==> config.mk <==
export PLATFORM = sky130hd
export DESIGN_NAME = serial_flash_spi_front_end
export DESIGN_NICKNAME = d
export VERILOG_FILES = /design/src/rtl/spi_front_pkg.sv /design/src/rtl/byte_fifo.sv /design/src/rtl/serial_flash_spi_front_end.sv
export SDC_FILE = /design/constraint.sdc
export NUM_CORES = 1
export LEC_CHECK = 0
export ABC_AREA = 1
export BUFFER_PORTS_ARGS = -buffer_cell sky130_fd_sc_hd__buf_2
export CORE_UTILIZATION = 45
export DETAILED_ROUTE_END_ITERATION = 8
export PLACE_DENSITY = 0.68
export SETUP_SLACK_MARGIN = 0.3
export SLEW_MARGIN = 10
export SYNTH_ARGS = -nofsm -noshare
export SYNTH_HDL_FRONTEND = slang
export SYNTH_SLANG_ARGS = --single-unit
export TNS_END_PERCENT = 100
==> constraint.sdc <==
create_clock -name clk_sys -period 4.3 [get_ports clk_sys]
set_input_delay 0.86 -clock clk_sys [delete_from_list [all_inputs] [get_ports clk_sys]]
set_output_delay 0.86 -clock clk_sys [all_outputs]
set_load 0.01 [all_outputs]
==> src/rtl/spi_front_pkg.sv <==
// Constants and types shared by the serial flash front end.
`default_nettype none

package spi_front_pkg;

  // ****************************************
  // Serial framing.
  // ****************************************
  localparam int          BYTE_BITS    = 8;
  localparam logic [3:0]  SINGLE_STEP  = 4'h1;
  localparam logic [3:0]  DUAL_STEP    = 4'h2;
  localparam logic [3:0]  TX_CNT_EMPTY = 4'h0;
  localparam logic [2:0]  RX_CNT_LAST  = 3'h7;
  localparam logic [2:0]  RX_CNT_RST   = 3'h0;
  localparam logic [7:0]  IDLE_FILL    = 8'hFF;
  localparam logic [7:0]  BYTE_RST     = 8'h00;
  localparam int          FIFO_DEPTH   = 8;

  // ****************************************
  // Link timing.
  // ****************************************
  localparam int CLK_PERIOD_NS  = 100;
  localparam int SCK_PERIOD_NS  = 800;
  localparam int SCK_HALF_CYCLES = (SCK_PERIOD_NS / 2) / CLK_PERIOD_NS;

  // ****************************************
  // Frame states.
  // ****************************************
  typedef enum logic [2:0] {
    ST_IDLE   = 3'b001,
    ST_ACTIVE = 3'b010,
    ST_PAUSED = 3'b100
  } frame_state_t;

endpackage : spi_front_pkg

`default_nettype wire

==> src/rtl/byte_fifo.sv <==
// Small synchronous FIFO with valid and ready on both sides.
`default_nettype none

module byte_fifo #(
  parameter int WIDTH = 8,
  parameter int DEPTH = 8
) (
  input  wire logic             clk_sys,
  input  wire logic             sys_rst,
  input  wire logic             flush,
  input  wire logic [WIDTH-1:0] in_data,
  input  wire logic             in_valid,
  output logic                  in_ready,
  output logic      [WIDTH-1:0] out_data,
  output logic                  out_valid,
  input  wire logic             out_ready
);

  localparam int AW = (DEPTH > 1) ? $clog2(DEPTH) : 1;
  localparam logic [AW:0] CNT_FULL = (AW + 1)'(DEPTH);
  localparam logic [AW-1:0] PTR_LAST = AW'(DEPTH - 1);

  logic [WIDTH-1:0] mem_reg [DEPTH];
  logic [AW-1:0]    wr_ptr_reg;
  logic [AW-1:0]    rd_ptr_reg;
  logic [AW:0]      count_reg;
  logic [AW:0]      count_next;
  logic             in_ready_reg;
  logic             push;
  logic             pop;

  assign in_ready  = in_ready_reg;
  assign out_valid = (count_reg != '0);
  assign out_data  = mem_reg[rd_ptr_reg];
  assign push      = in_valid && in_ready;
  assign pop       = out_valid && out_ready;
  assign count_next = (push && !pop) ? count_reg + 1'b1
                    : (pop && !push) ? count_reg - 1'b1 : count_reg;

  always_ff @(posedge clk_sys) begin
    if (push) begin
      mem_reg[wr_ptr_reg] <= in_data;
    end
  end

  always_ff @(posedge clk_sys) begin
    if (sys_rst || flush) begin
      wr_ptr_reg <= '0;
      rd_ptr_reg <= '0;
      count_reg  <= '0;
      in_ready_reg <= 1'b1;
    end else begin
      count_reg    <= count_next;
      in_ready_reg <= (count_next != CNT_FULL);
      if (push) begin
        wr_ptr_reg <= (wr_ptr_reg == PTR_LAST) ? '0 : wr_ptr_reg + 1'b1;
      end
      if (pop) begin
        rd_ptr_reg <= (rd_ptr_reg == PTR_LAST) ? '0 : rd_ptr_reg + 1'b1;
      end
    end
  end

endmodule : byte_fifo

`default_nettype wire

==> src/rtl/serial_flash_spi_front_end.sv <==
// Serial interface front end of a small serial flash, oversampled on the system clock.
//
// Notes on behaviour
// RULE1: A low chip select selects the device; only then is serial traffic used.
// RULE2: Chip select high deselects, enters standby, and floats the serial output.
// RULE3: While deselected, serial input values are ignored entirely.
// RULE4: The host opens each operation with select falling and closes with it rising.
// RULE5: Deselect during a timed program or erase delays standby until it finishes.
// RULE6: Input bits are sampled at each rising serial clock edge.
// RULE7: Output changes only on falling serial clock edges.
// RULE8: Dual read turns the input pin into output lane zero, two bits per edge.
// RULE9: Dual read keeps the serial output driving as lane one.
// RULE10: Clock modes 0 and 3 only; either idle clock level works.
// RULE11: Pause low ignores clock and input and floats output; timed work continues.
// RULE12: The host starts a pause only while selected with the clock low.
// RULE13: Bytes move most significant bit first on each lane.
`default_nettype none

module serial_flash_spi_front_end
  import spi_front_pkg::*;
#(
  parameter int TX_DEPTH = FIFO_DEPTH
) (
  input  wire logic       clk_sys,
  input  wire logic       sys_rst,
  // Link pins.
  input  wire logic       cs_n,
  input  wire logic       sck,
  input  wire logic       hold_n,
  input  wire logic       dual_lane_zero_in,
  output logic            dual_lane_zero_out,
  output logic            dual_lane_zero_oe,
  output logic            dual_lane_one_out,
  output logic            dual_lane_one_oe,
  // Core side.
  input  wire logic       op_busy,
  input  wire logic       drive_en,
  input  wire logic       dual_mode,
  input  wire logic [7:0] tx_data,
  input  wire logic       tx_valid,
  output logic            tx_ready,
  output logic [7:0]      rx_data,
  output logic            rx_valid,
  output logic            selected,
  output logic            standby,
  output logic            paused,
  output logic            frame_start,
  output logic            frame_end
);

  // ****************************************
  // Pin synchronisers.
  // ****************************************
  logic cs_n_meta_reg;
  logic cs_n_sync_reg;
  logic sck_meta_reg;
  logic sck_sync_reg;
  logic sck_prev_reg;
  logic hold_n_meta_reg;
  logic hold_n_sync_reg;
  logic si_meta_reg;
  logic si_sync_reg;

  // Every pin passes two flip-flops, and no logic reads the first stage.
  // The clock keeps a third stage so that its edges can be found by comparison.
  always_ff @(posedge clk_sys) begin
    if (sys_rst) begin
      cs_n_meta_reg   <= 1'b1;
      cs_n_sync_reg   <= 1'b1;
      sck_meta_reg    <= 1'b0;
      sck_sync_reg    <= 1'b0;
      sck_prev_reg    <= 1'b0;
      hold_n_meta_reg <= 1'b1;
      hold_n_sync_reg <= 1'b1;
      si_meta_reg     <= 1'b0;
      si_sync_reg     <= 1'b0;
    end else begin
      cs_n_meta_reg   <= cs_n;
      cs_n_sync_reg   <= cs_n_meta_reg;
      sck_meta_reg    <= sck;
      sck_sync_reg    <= sck_meta_reg;
      sck_prev_reg    <= sck_sync_reg;
      hold_n_meta_reg <= hold_n;
      hold_n_sync_reg <= hold_n_meta_reg;
      si_meta_reg     <= dual_lane_zero_in;
      si_sync_reg     <= si_meta_reg;
    end
  end

  wire sck_rise = sck_sync_reg && !sck_prev_reg;
  wire sck_fall = !sck_sync_reg && sck_prev_reg;

  // ****************************************
  // Frame state.
  // ****************************************
  frame_state_t state_reg;
  frame_state_t state_next;

  // A frame that opens while the pause pin is low goes straight to the paused state.
  // Deselect wins over pause, so a frame always closes when select rises.
  always_comb begin
    state_next = state_reg;
    case (state_reg)
      ST_IDLE: begin
        if (!cs_n_sync_reg) begin
          state_next = hold_n_sync_reg ? ST_ACTIVE : ST_PAUSED; // RULE1 RULE4
        end
      end
      ST_ACTIVE: begin
        if (cs_n_sync_reg) begin
          state_next = ST_IDLE; // RULE2 RULE4
        end else if (!hold_n_sync_reg) begin
          state_next = ST_PAUSED; // RULE11 RULE12
        end
      end
      ST_PAUSED: begin
        if (cs_n_sync_reg) begin
          state_next = ST_IDLE;
        end else if (hold_n_sync_reg) begin
          state_next = ST_ACTIVE;
        end
      end
      default: begin
        state_next = ST_IDLE;
      end
    endcase
  end

  always_ff @(posedge clk_sys) begin
    if (sys_rst) begin
      state_reg <= ST_IDLE;
    end else begin
      state_reg <= state_next;
    end
  end

  // Edges count only while the frame is running and stays running this cycle.
  wire link_live  = (state_reg == ST_ACTIVE) && (state_next == ST_ACTIVE); // RULE1 RULE3 RULE11
  wire rise_act   = link_live && sck_rise; // RULE6
  wire fall_raw   = link_live && sck_fall;
  wire open_frame = (state_reg == ST_IDLE) && (state_next != ST_IDLE);
  wire close_frame = (state_reg != ST_IDLE) && (state_next == ST_IDLE);
  wire drive_now  = (state_next == ST_ACTIVE) && drive_en;

  // ****************************************
  // Clock mode handling.
  // ****************************************
  // In mode 3 the clock idles high, so the first edge after select is a falling
  // one that carries no data; it is skipped until a rising edge has been seen.
  logic seen_rise_reg;

  always_ff @(posedge clk_sys) begin
    if (sys_rst || open_frame) begin
      seen_rise_reg <= 1'b0; // RULE10
    end else if (rise_act) begin
      seen_rise_reg <= 1'b1;
    end
  end

  wire fall_act = fall_raw && seen_rise_reg; // RULE10 RULE7

  // ****************************************
  // Receive shifter.
  // ****************************************
  logic [6:0] rx_shift_reg;
  logic [2:0] rx_cnt_reg;
  logic [7:0] rx_data_reg;
  logic       rx_valid_reg;
  // Lane zero cannot listen while it drives, so reception stops during dual reads.
  wire        rx_act_ok = !dual_lane_zero_oe; // RULE8
  wire        rx_take = rx_act_ok && rise_act;
  wire        rx_done = rx_take && (rx_cnt_reg == RX_CNT_LAST);

  // A partial byte left by a short frame is dropped when the next frame opens.
  always_ff @(posedge clk_sys) begin
    if (sys_rst || open_frame) begin
      rx_shift_reg <= '0;
      rx_cnt_reg   <= RX_CNT_RST;
    end else if (rx_take) begin
      rx_shift_reg <= {rx_shift_reg[5:0], si_sync_reg}; // RULE6 RULE13
      rx_cnt_reg   <= rx_cnt_reg + 3'h1;
    end
  end

  always_ff @(posedge clk_sys) begin
    if (sys_rst) begin
      rx_data_reg  <= BYTE_RST;
      rx_valid_reg <= 1'b0;
    end else begin
      rx_valid_reg <= rx_done;
      if (rx_done) begin
        rx_data_reg <= {rx_shift_reg, si_sync_reg}; // RULE13
      end
    end
  end

  // ****************************************
  // Transmit buffer.
  // ****************************************
  logic [7:0] fifo_data;
  logic       fifo_valid;
  logic [3:0] tx_cnt_reg;
  wire        tx_load = fall_act && drive_en && (tx_cnt_reg == TX_CNT_EMPTY);

  // The buffer is emptied when the frame closes, so stale bytes never reach a later frame.
  // The core may refill it at any time while the frame runs.
  byte_fifo #(
    .WIDTH (BYTE_BITS),
    .DEPTH (TX_DEPTH)
  ) u_tx_fifo (
    .clk_sys   (clk_sys),
    .sys_rst   (sys_rst),
    .flush     (close_frame),
    .in_data   (tx_data),
    .in_valid  (tx_valid),
    .in_ready  (tx_ready),
    .out_data  (fifo_data),
    .out_valid (fifo_valid),
    .out_ready (tx_load)
  );

  // ****************************************
  // Transmit shifter.
  // ****************************************
  logic [7:0] tx_shift_reg;
  logic       lane_one_reg;
  logic       lane_zero_reg;
  // The step is the number of bits that leave per falling edge, two in dual reads.
  wire  [3:0] tx_step = dual_mode ? DUAL_STEP : SINGLE_STEP;
  // An empty buffer at a byte boundary sends the idle fill pattern.
  wire  [7:0] tx_word = tx_load ? (fifo_valid ? fifo_data : IDLE_FILL) : tx_shift_reg;
  wire        tx_shift = fall_act && drive_en;

  always_ff @(posedge clk_sys) begin
    if (sys_rst || open_frame) begin
      tx_shift_reg  <= IDLE_FILL;
      tx_cnt_reg    <= TX_CNT_EMPTY;
      lane_one_reg  <= 1'b1;
      lane_zero_reg <= 1'b1;
    end else if (tx_shift) begin
      lane_one_reg <= tx_word[7]; // RULE7 RULE9 RULE13
      if (dual_mode) begin
        lane_zero_reg <= tx_word[6]; // RULE8
        tx_shift_reg  <= {tx_word[5:0], 2'b00};
      end else begin
        tx_shift_reg <= {tx_word[6:0], 1'b0};
      end
      if (tx_load) begin
        tx_cnt_reg <= 4'(BYTE_BITS) - tx_step;
      end else begin
        tx_cnt_reg <= (tx_cnt_reg > tx_step) ? tx_cnt_reg - tx_step : TX_CNT_EMPTY;
      end
    end
  end

  // ****************************************
  // Pin drivers and status.
  // ****************************************
  logic so_oe_reg;
  logic lane_zero_oe_reg;
  logic selected_reg;
  logic standby_reg;
  logic paused_reg;
  logic frame_start_reg;
  logic frame_end_reg;

  // The output enables follow the next state, so a pause or deselect floats the pins at once.
  // Standby waits for a running program or erase to finish after deselect.
  // The frame pulses last one cycle each.
  always_ff @(posedge clk_sys) begin
    if (sys_rst) begin
      so_oe_reg        <= 1'b0;
      lane_zero_oe_reg <= 1'b0;
      selected_reg     <= 1'b0;
      standby_reg      <= 1'b1;
      paused_reg       <= 1'b0;
      frame_start_reg  <= 1'b0;
      frame_end_reg    <= 1'b0;
    end else begin
      so_oe_reg        <= drive_now; // RULE2 RULE9 RULE11
      lane_zero_oe_reg <= drive_now && dual_mode; // RULE8
      selected_reg     <= (state_next != ST_IDLE); // RULE1
      standby_reg      <= (state_next == ST_IDLE) && !op_busy; // RULE2 RULE5
      paused_reg       <= (state_next == ST_PAUSED); // RULE11
      frame_start_reg  <= open_frame;
      frame_end_reg    <= close_frame;
    end
  end

  assign dual_lane_one_out  = lane_one_reg;
  assign dual_lane_one_oe   = so_oe_reg;
  assign dual_lane_zero_out = lane_zero_reg;
  assign dual_lane_zero_oe  = lane_zero_oe_reg;
  assign rx_data            = rx_data_reg;
  assign rx_valid           = rx_valid_reg;
  assign selected           = selected_reg;
  assign standby            = standby_reg;
  assign paused             = paused_reg;
  assign frame_start        = frame_start_reg;
  assign frame_end          = frame_end_reg;

endmodule : serial_flash_spi_front_end

`default_nettype wire

==> flow_metrics.py <==
metrics = {
    "status": {
        "outcome": "finished, violations left",
        "violations": "DRC",
    },
    "floorplan": {
        "die_y_um": 112,
        "die_w_um": 112,
        "dieArea_um2": 12500,
        "fp-row-count": 39,
        "coreArea_um2": 11600,
        "ios": 37,
        "start_util": 0.469,
    },
    "routing": {
        "drc": 5,
        "viasPerCell": 5.22,
        "drtIter0Drc": 397,
        "drtPass1Iterations": 7,
        "wire_per_inst_um": 14.8,
        "drt_wl_total_um": 11000,
        "antenna_left": 0,
        "vias": 3869,
    },
    "synthesis": {
        "yosys.area_share.simple": 0.184,
        "ys_ff_latch": 131,
        "synth_largest_area_cell": "edfxtp_1",
        "synth_top_area_frac": 0.354,
        "synth_nets": 576,
        "postSynthCellCount": 547,
        "yosys-top-cells-count": "74 x nor2_1, 73 x nand2_1, 67 x dfxtp_1",
        "seq_area_frac_synth": 0.601,
        "synthXorXnorAreaFrac": 0.00161,
        "synth_mux_area_frac": 0,
        "async_flop_share": 0,
        "avgSynthCellArea_um2": 9.92,
        "synthDistinctLibCells": 36,
        "synthAdderAreaFrac": 0.0267,
        "synthTopCellsByArea": "edfxtp_1 35%, dfxtp_1 25%, nor2_1 5.1%, nand2_1 5.0%, o21ai_0 4.4%",
        "synth_top_family_by_area": "simple AND/OR/NAND/NOR gates",
        "yosysMostFrequentCell": "nor2_1",
        "yosys_most_used_dff": "dfxtp_1",
        "yosys_warnings": 0,
        "synth-edff-count": 64,
        "synthesis.area_um2": 5430,
        "synth_compound_area_frac": 0.128,
    },
    "worst_setup_path": {
        "setup.worst_path.start_class": "input port",
        "cp.required_ns": 4.34,
        "endpoint_kind": "flip-flop",
        "crit_type": "in2reg",
        "cp_max_fo": 8,
        "arrival_ns": 2.16,
        "rrSetupSlack_ns": 2.27,
    },
    "cells_and_area": {
        "final_cell_area_um2": 6300,
        "nFillCells": 990,
        "largest_reg_flops": 64,
        "num-nets-final": 614,
        "n_antenna_cell": 0,
        "area_growth_syn_to_layout_pct": 16.0,
        "drive_above_1_share": 0.179,
    },
    "cts": {
        "cts_resized": 0,
        "cts_hold_buf": 0,
        "cts_max_path_buffers": 2,
        "cts.sinks": 131,
        "numCtsBuffers": 17,
        "root_buffer": "clkbuf_16",
        "cts.clk_slew.worst_paths_ns": 0.06,
        "insertion_delay_ns": 0.42,
        "cts_tree": "done",
        "cts_setup_buffers": 0,
        "cts_htree_levels": 4,
    },
    "power": {
        "ir_drop_v": 0.000331,
        "power_density_nw_per_um2": 459,
        "p_leak_nw": 2.51,
    },
    "sta": {
        "tightest_slew_ns": 0.895,
        "fin_ws_ns": 2.19,
        "holdWs_ns": 0.404,
        "finalHoldViolCount": 0,
        "rsz0062_at_grt": "no",
        "max_slew_margin": 0.401,
        "max_freq_mhz": 473,
        "finClkSkew_ns": 0.00641,
        "fin_crit_sh": 0.492,
        "slew_viol_final": 0,
        "fin_crit_ns": 2.11,
        "setup_viol": 0,
        "setup-tns-final_ns": 0,
    },
    "place": {
        "dp_slack_ns": 1.75,
        "gp_congestion": 0.791,
        "io_buffers": 36,
        "place_area_um2": 5690,
        "dp_hpwl_um": 7190,
    },
    "global_routing": {
        "grt_use_total": 0.190,
        "grt_max_degree": 44,
        "grt_pass1_wl_um": 18000,
        "grt_overflow": 0,
        "antenna_found_initial": 0,
        "grt_pass1_vias": 3671,
    },
    "run": {
        "cap_violations": 0,
    },
    "worst_hold_path": {
        "min_path_type": "reg2reg",
    },
}
where the power goes:
group	switching (mW)	leakage (nW)	internal (mW)
clock	0.515	0.306	0.933
sequential	0.0108	1.12	1.33
combinational	0.0703	1.08	0.0295
stage by stage:
stage	power [mW]	util	cells
6_report	2.89	0.545	741
4_1_cts	2.91	0.545	741
5_1_grt	2.98	0.545	741
3_5_place_dp	1.47	0.492	709
3_3_place_gp	1.46	0.492	709
2_1_floorplan	1.43	-	547
worst paths after layout:
check	from	end	cells past startpoint
hold / removal	sck_meta_reg	sck_sync_reg	2
setup reg to reg	flip-flop	tx_shift_reg[2]	10
setup / recovery	tx_valid	u_tx_fifo.mem_reg[2][2]	4
hold reg to reg	sck_meta_reg	sck_sync_reg	2
per-layer routing:
| layer | wire length, um | track usage | up-vias |
|---|---|---|---|
| met3 | 413 | 0.0408 | 18 |
| met4 | 197 | 0.0982 | 0 |
| met5 | 0 | 0 | - |
| met2 | 5460 | 0.311 | 95 |
| li1 | - | - | 1929 |
| met1 | 4930 | 0.237 | 1827 |
final cells by class:
type | instances | area [um2] | share of cell area
Sequential cell | 131 | 3260 | 0.518
Multi-Input combinational cell | 343 | 1850 | 0.293
Clock buffer | 25 | 543 | 0.0862
Inverter | 54 | 205 | 0.0326
Timing Repair Buffer | 38 | 195 | 0.0310
Tap cell | 143 | 179 | 0.0284
Clock inverter | 7 | 65.1 | 0.0103
cells by family (layout without fill, tap and decap cells):
| logic type | count (synthesis) | in the layout |
|---|---|---|
| AO/OA/AOI/OAI | 119 | 119 |
| AND/OR/NAND/NOR | 212 | 212 |
| buffers and inverters | 73 | 124 |
| adder cells (fa/ha/maj) | 11 | 11 |
| flip-flops | 131 | 131 |
| XOR/XNOR | 1 | 1 |
worst max-delay path, stage by stage:
cell     delay [ns]
buf_2          0.07
nand2_1        0.15
or2_2          0.37
nor2_1         0.69
cells in the final DEF, fill, tap and decap left out, types with 5 or more instances in the layout:
master | synthesis | layout
o21ai_0 | 48 | 48
clkbuf_16 | 0 | 20
a21oi_1 | 46 | 46
inv_2 | 7 | 7
nor2_1 | 74 | 74
inv_1 | 44 | 44
o21ai_1 | 5 | 5
nand2_1 | 73 | 73
clkinv_2 | 2 | 6
a211oi_1 | 6 | 6
nand3_1 | 35 | 35
a2bb2oi_2 | 6 | 6
edfxtp_1 | 64 | 64
dfxtp_1 | 67 | 67
ha_1 | 10 | 10
or2_2 | 6 | 6
buf_2 | 10 | 36
Note: power is estimated with default switching activity, not from simulation.
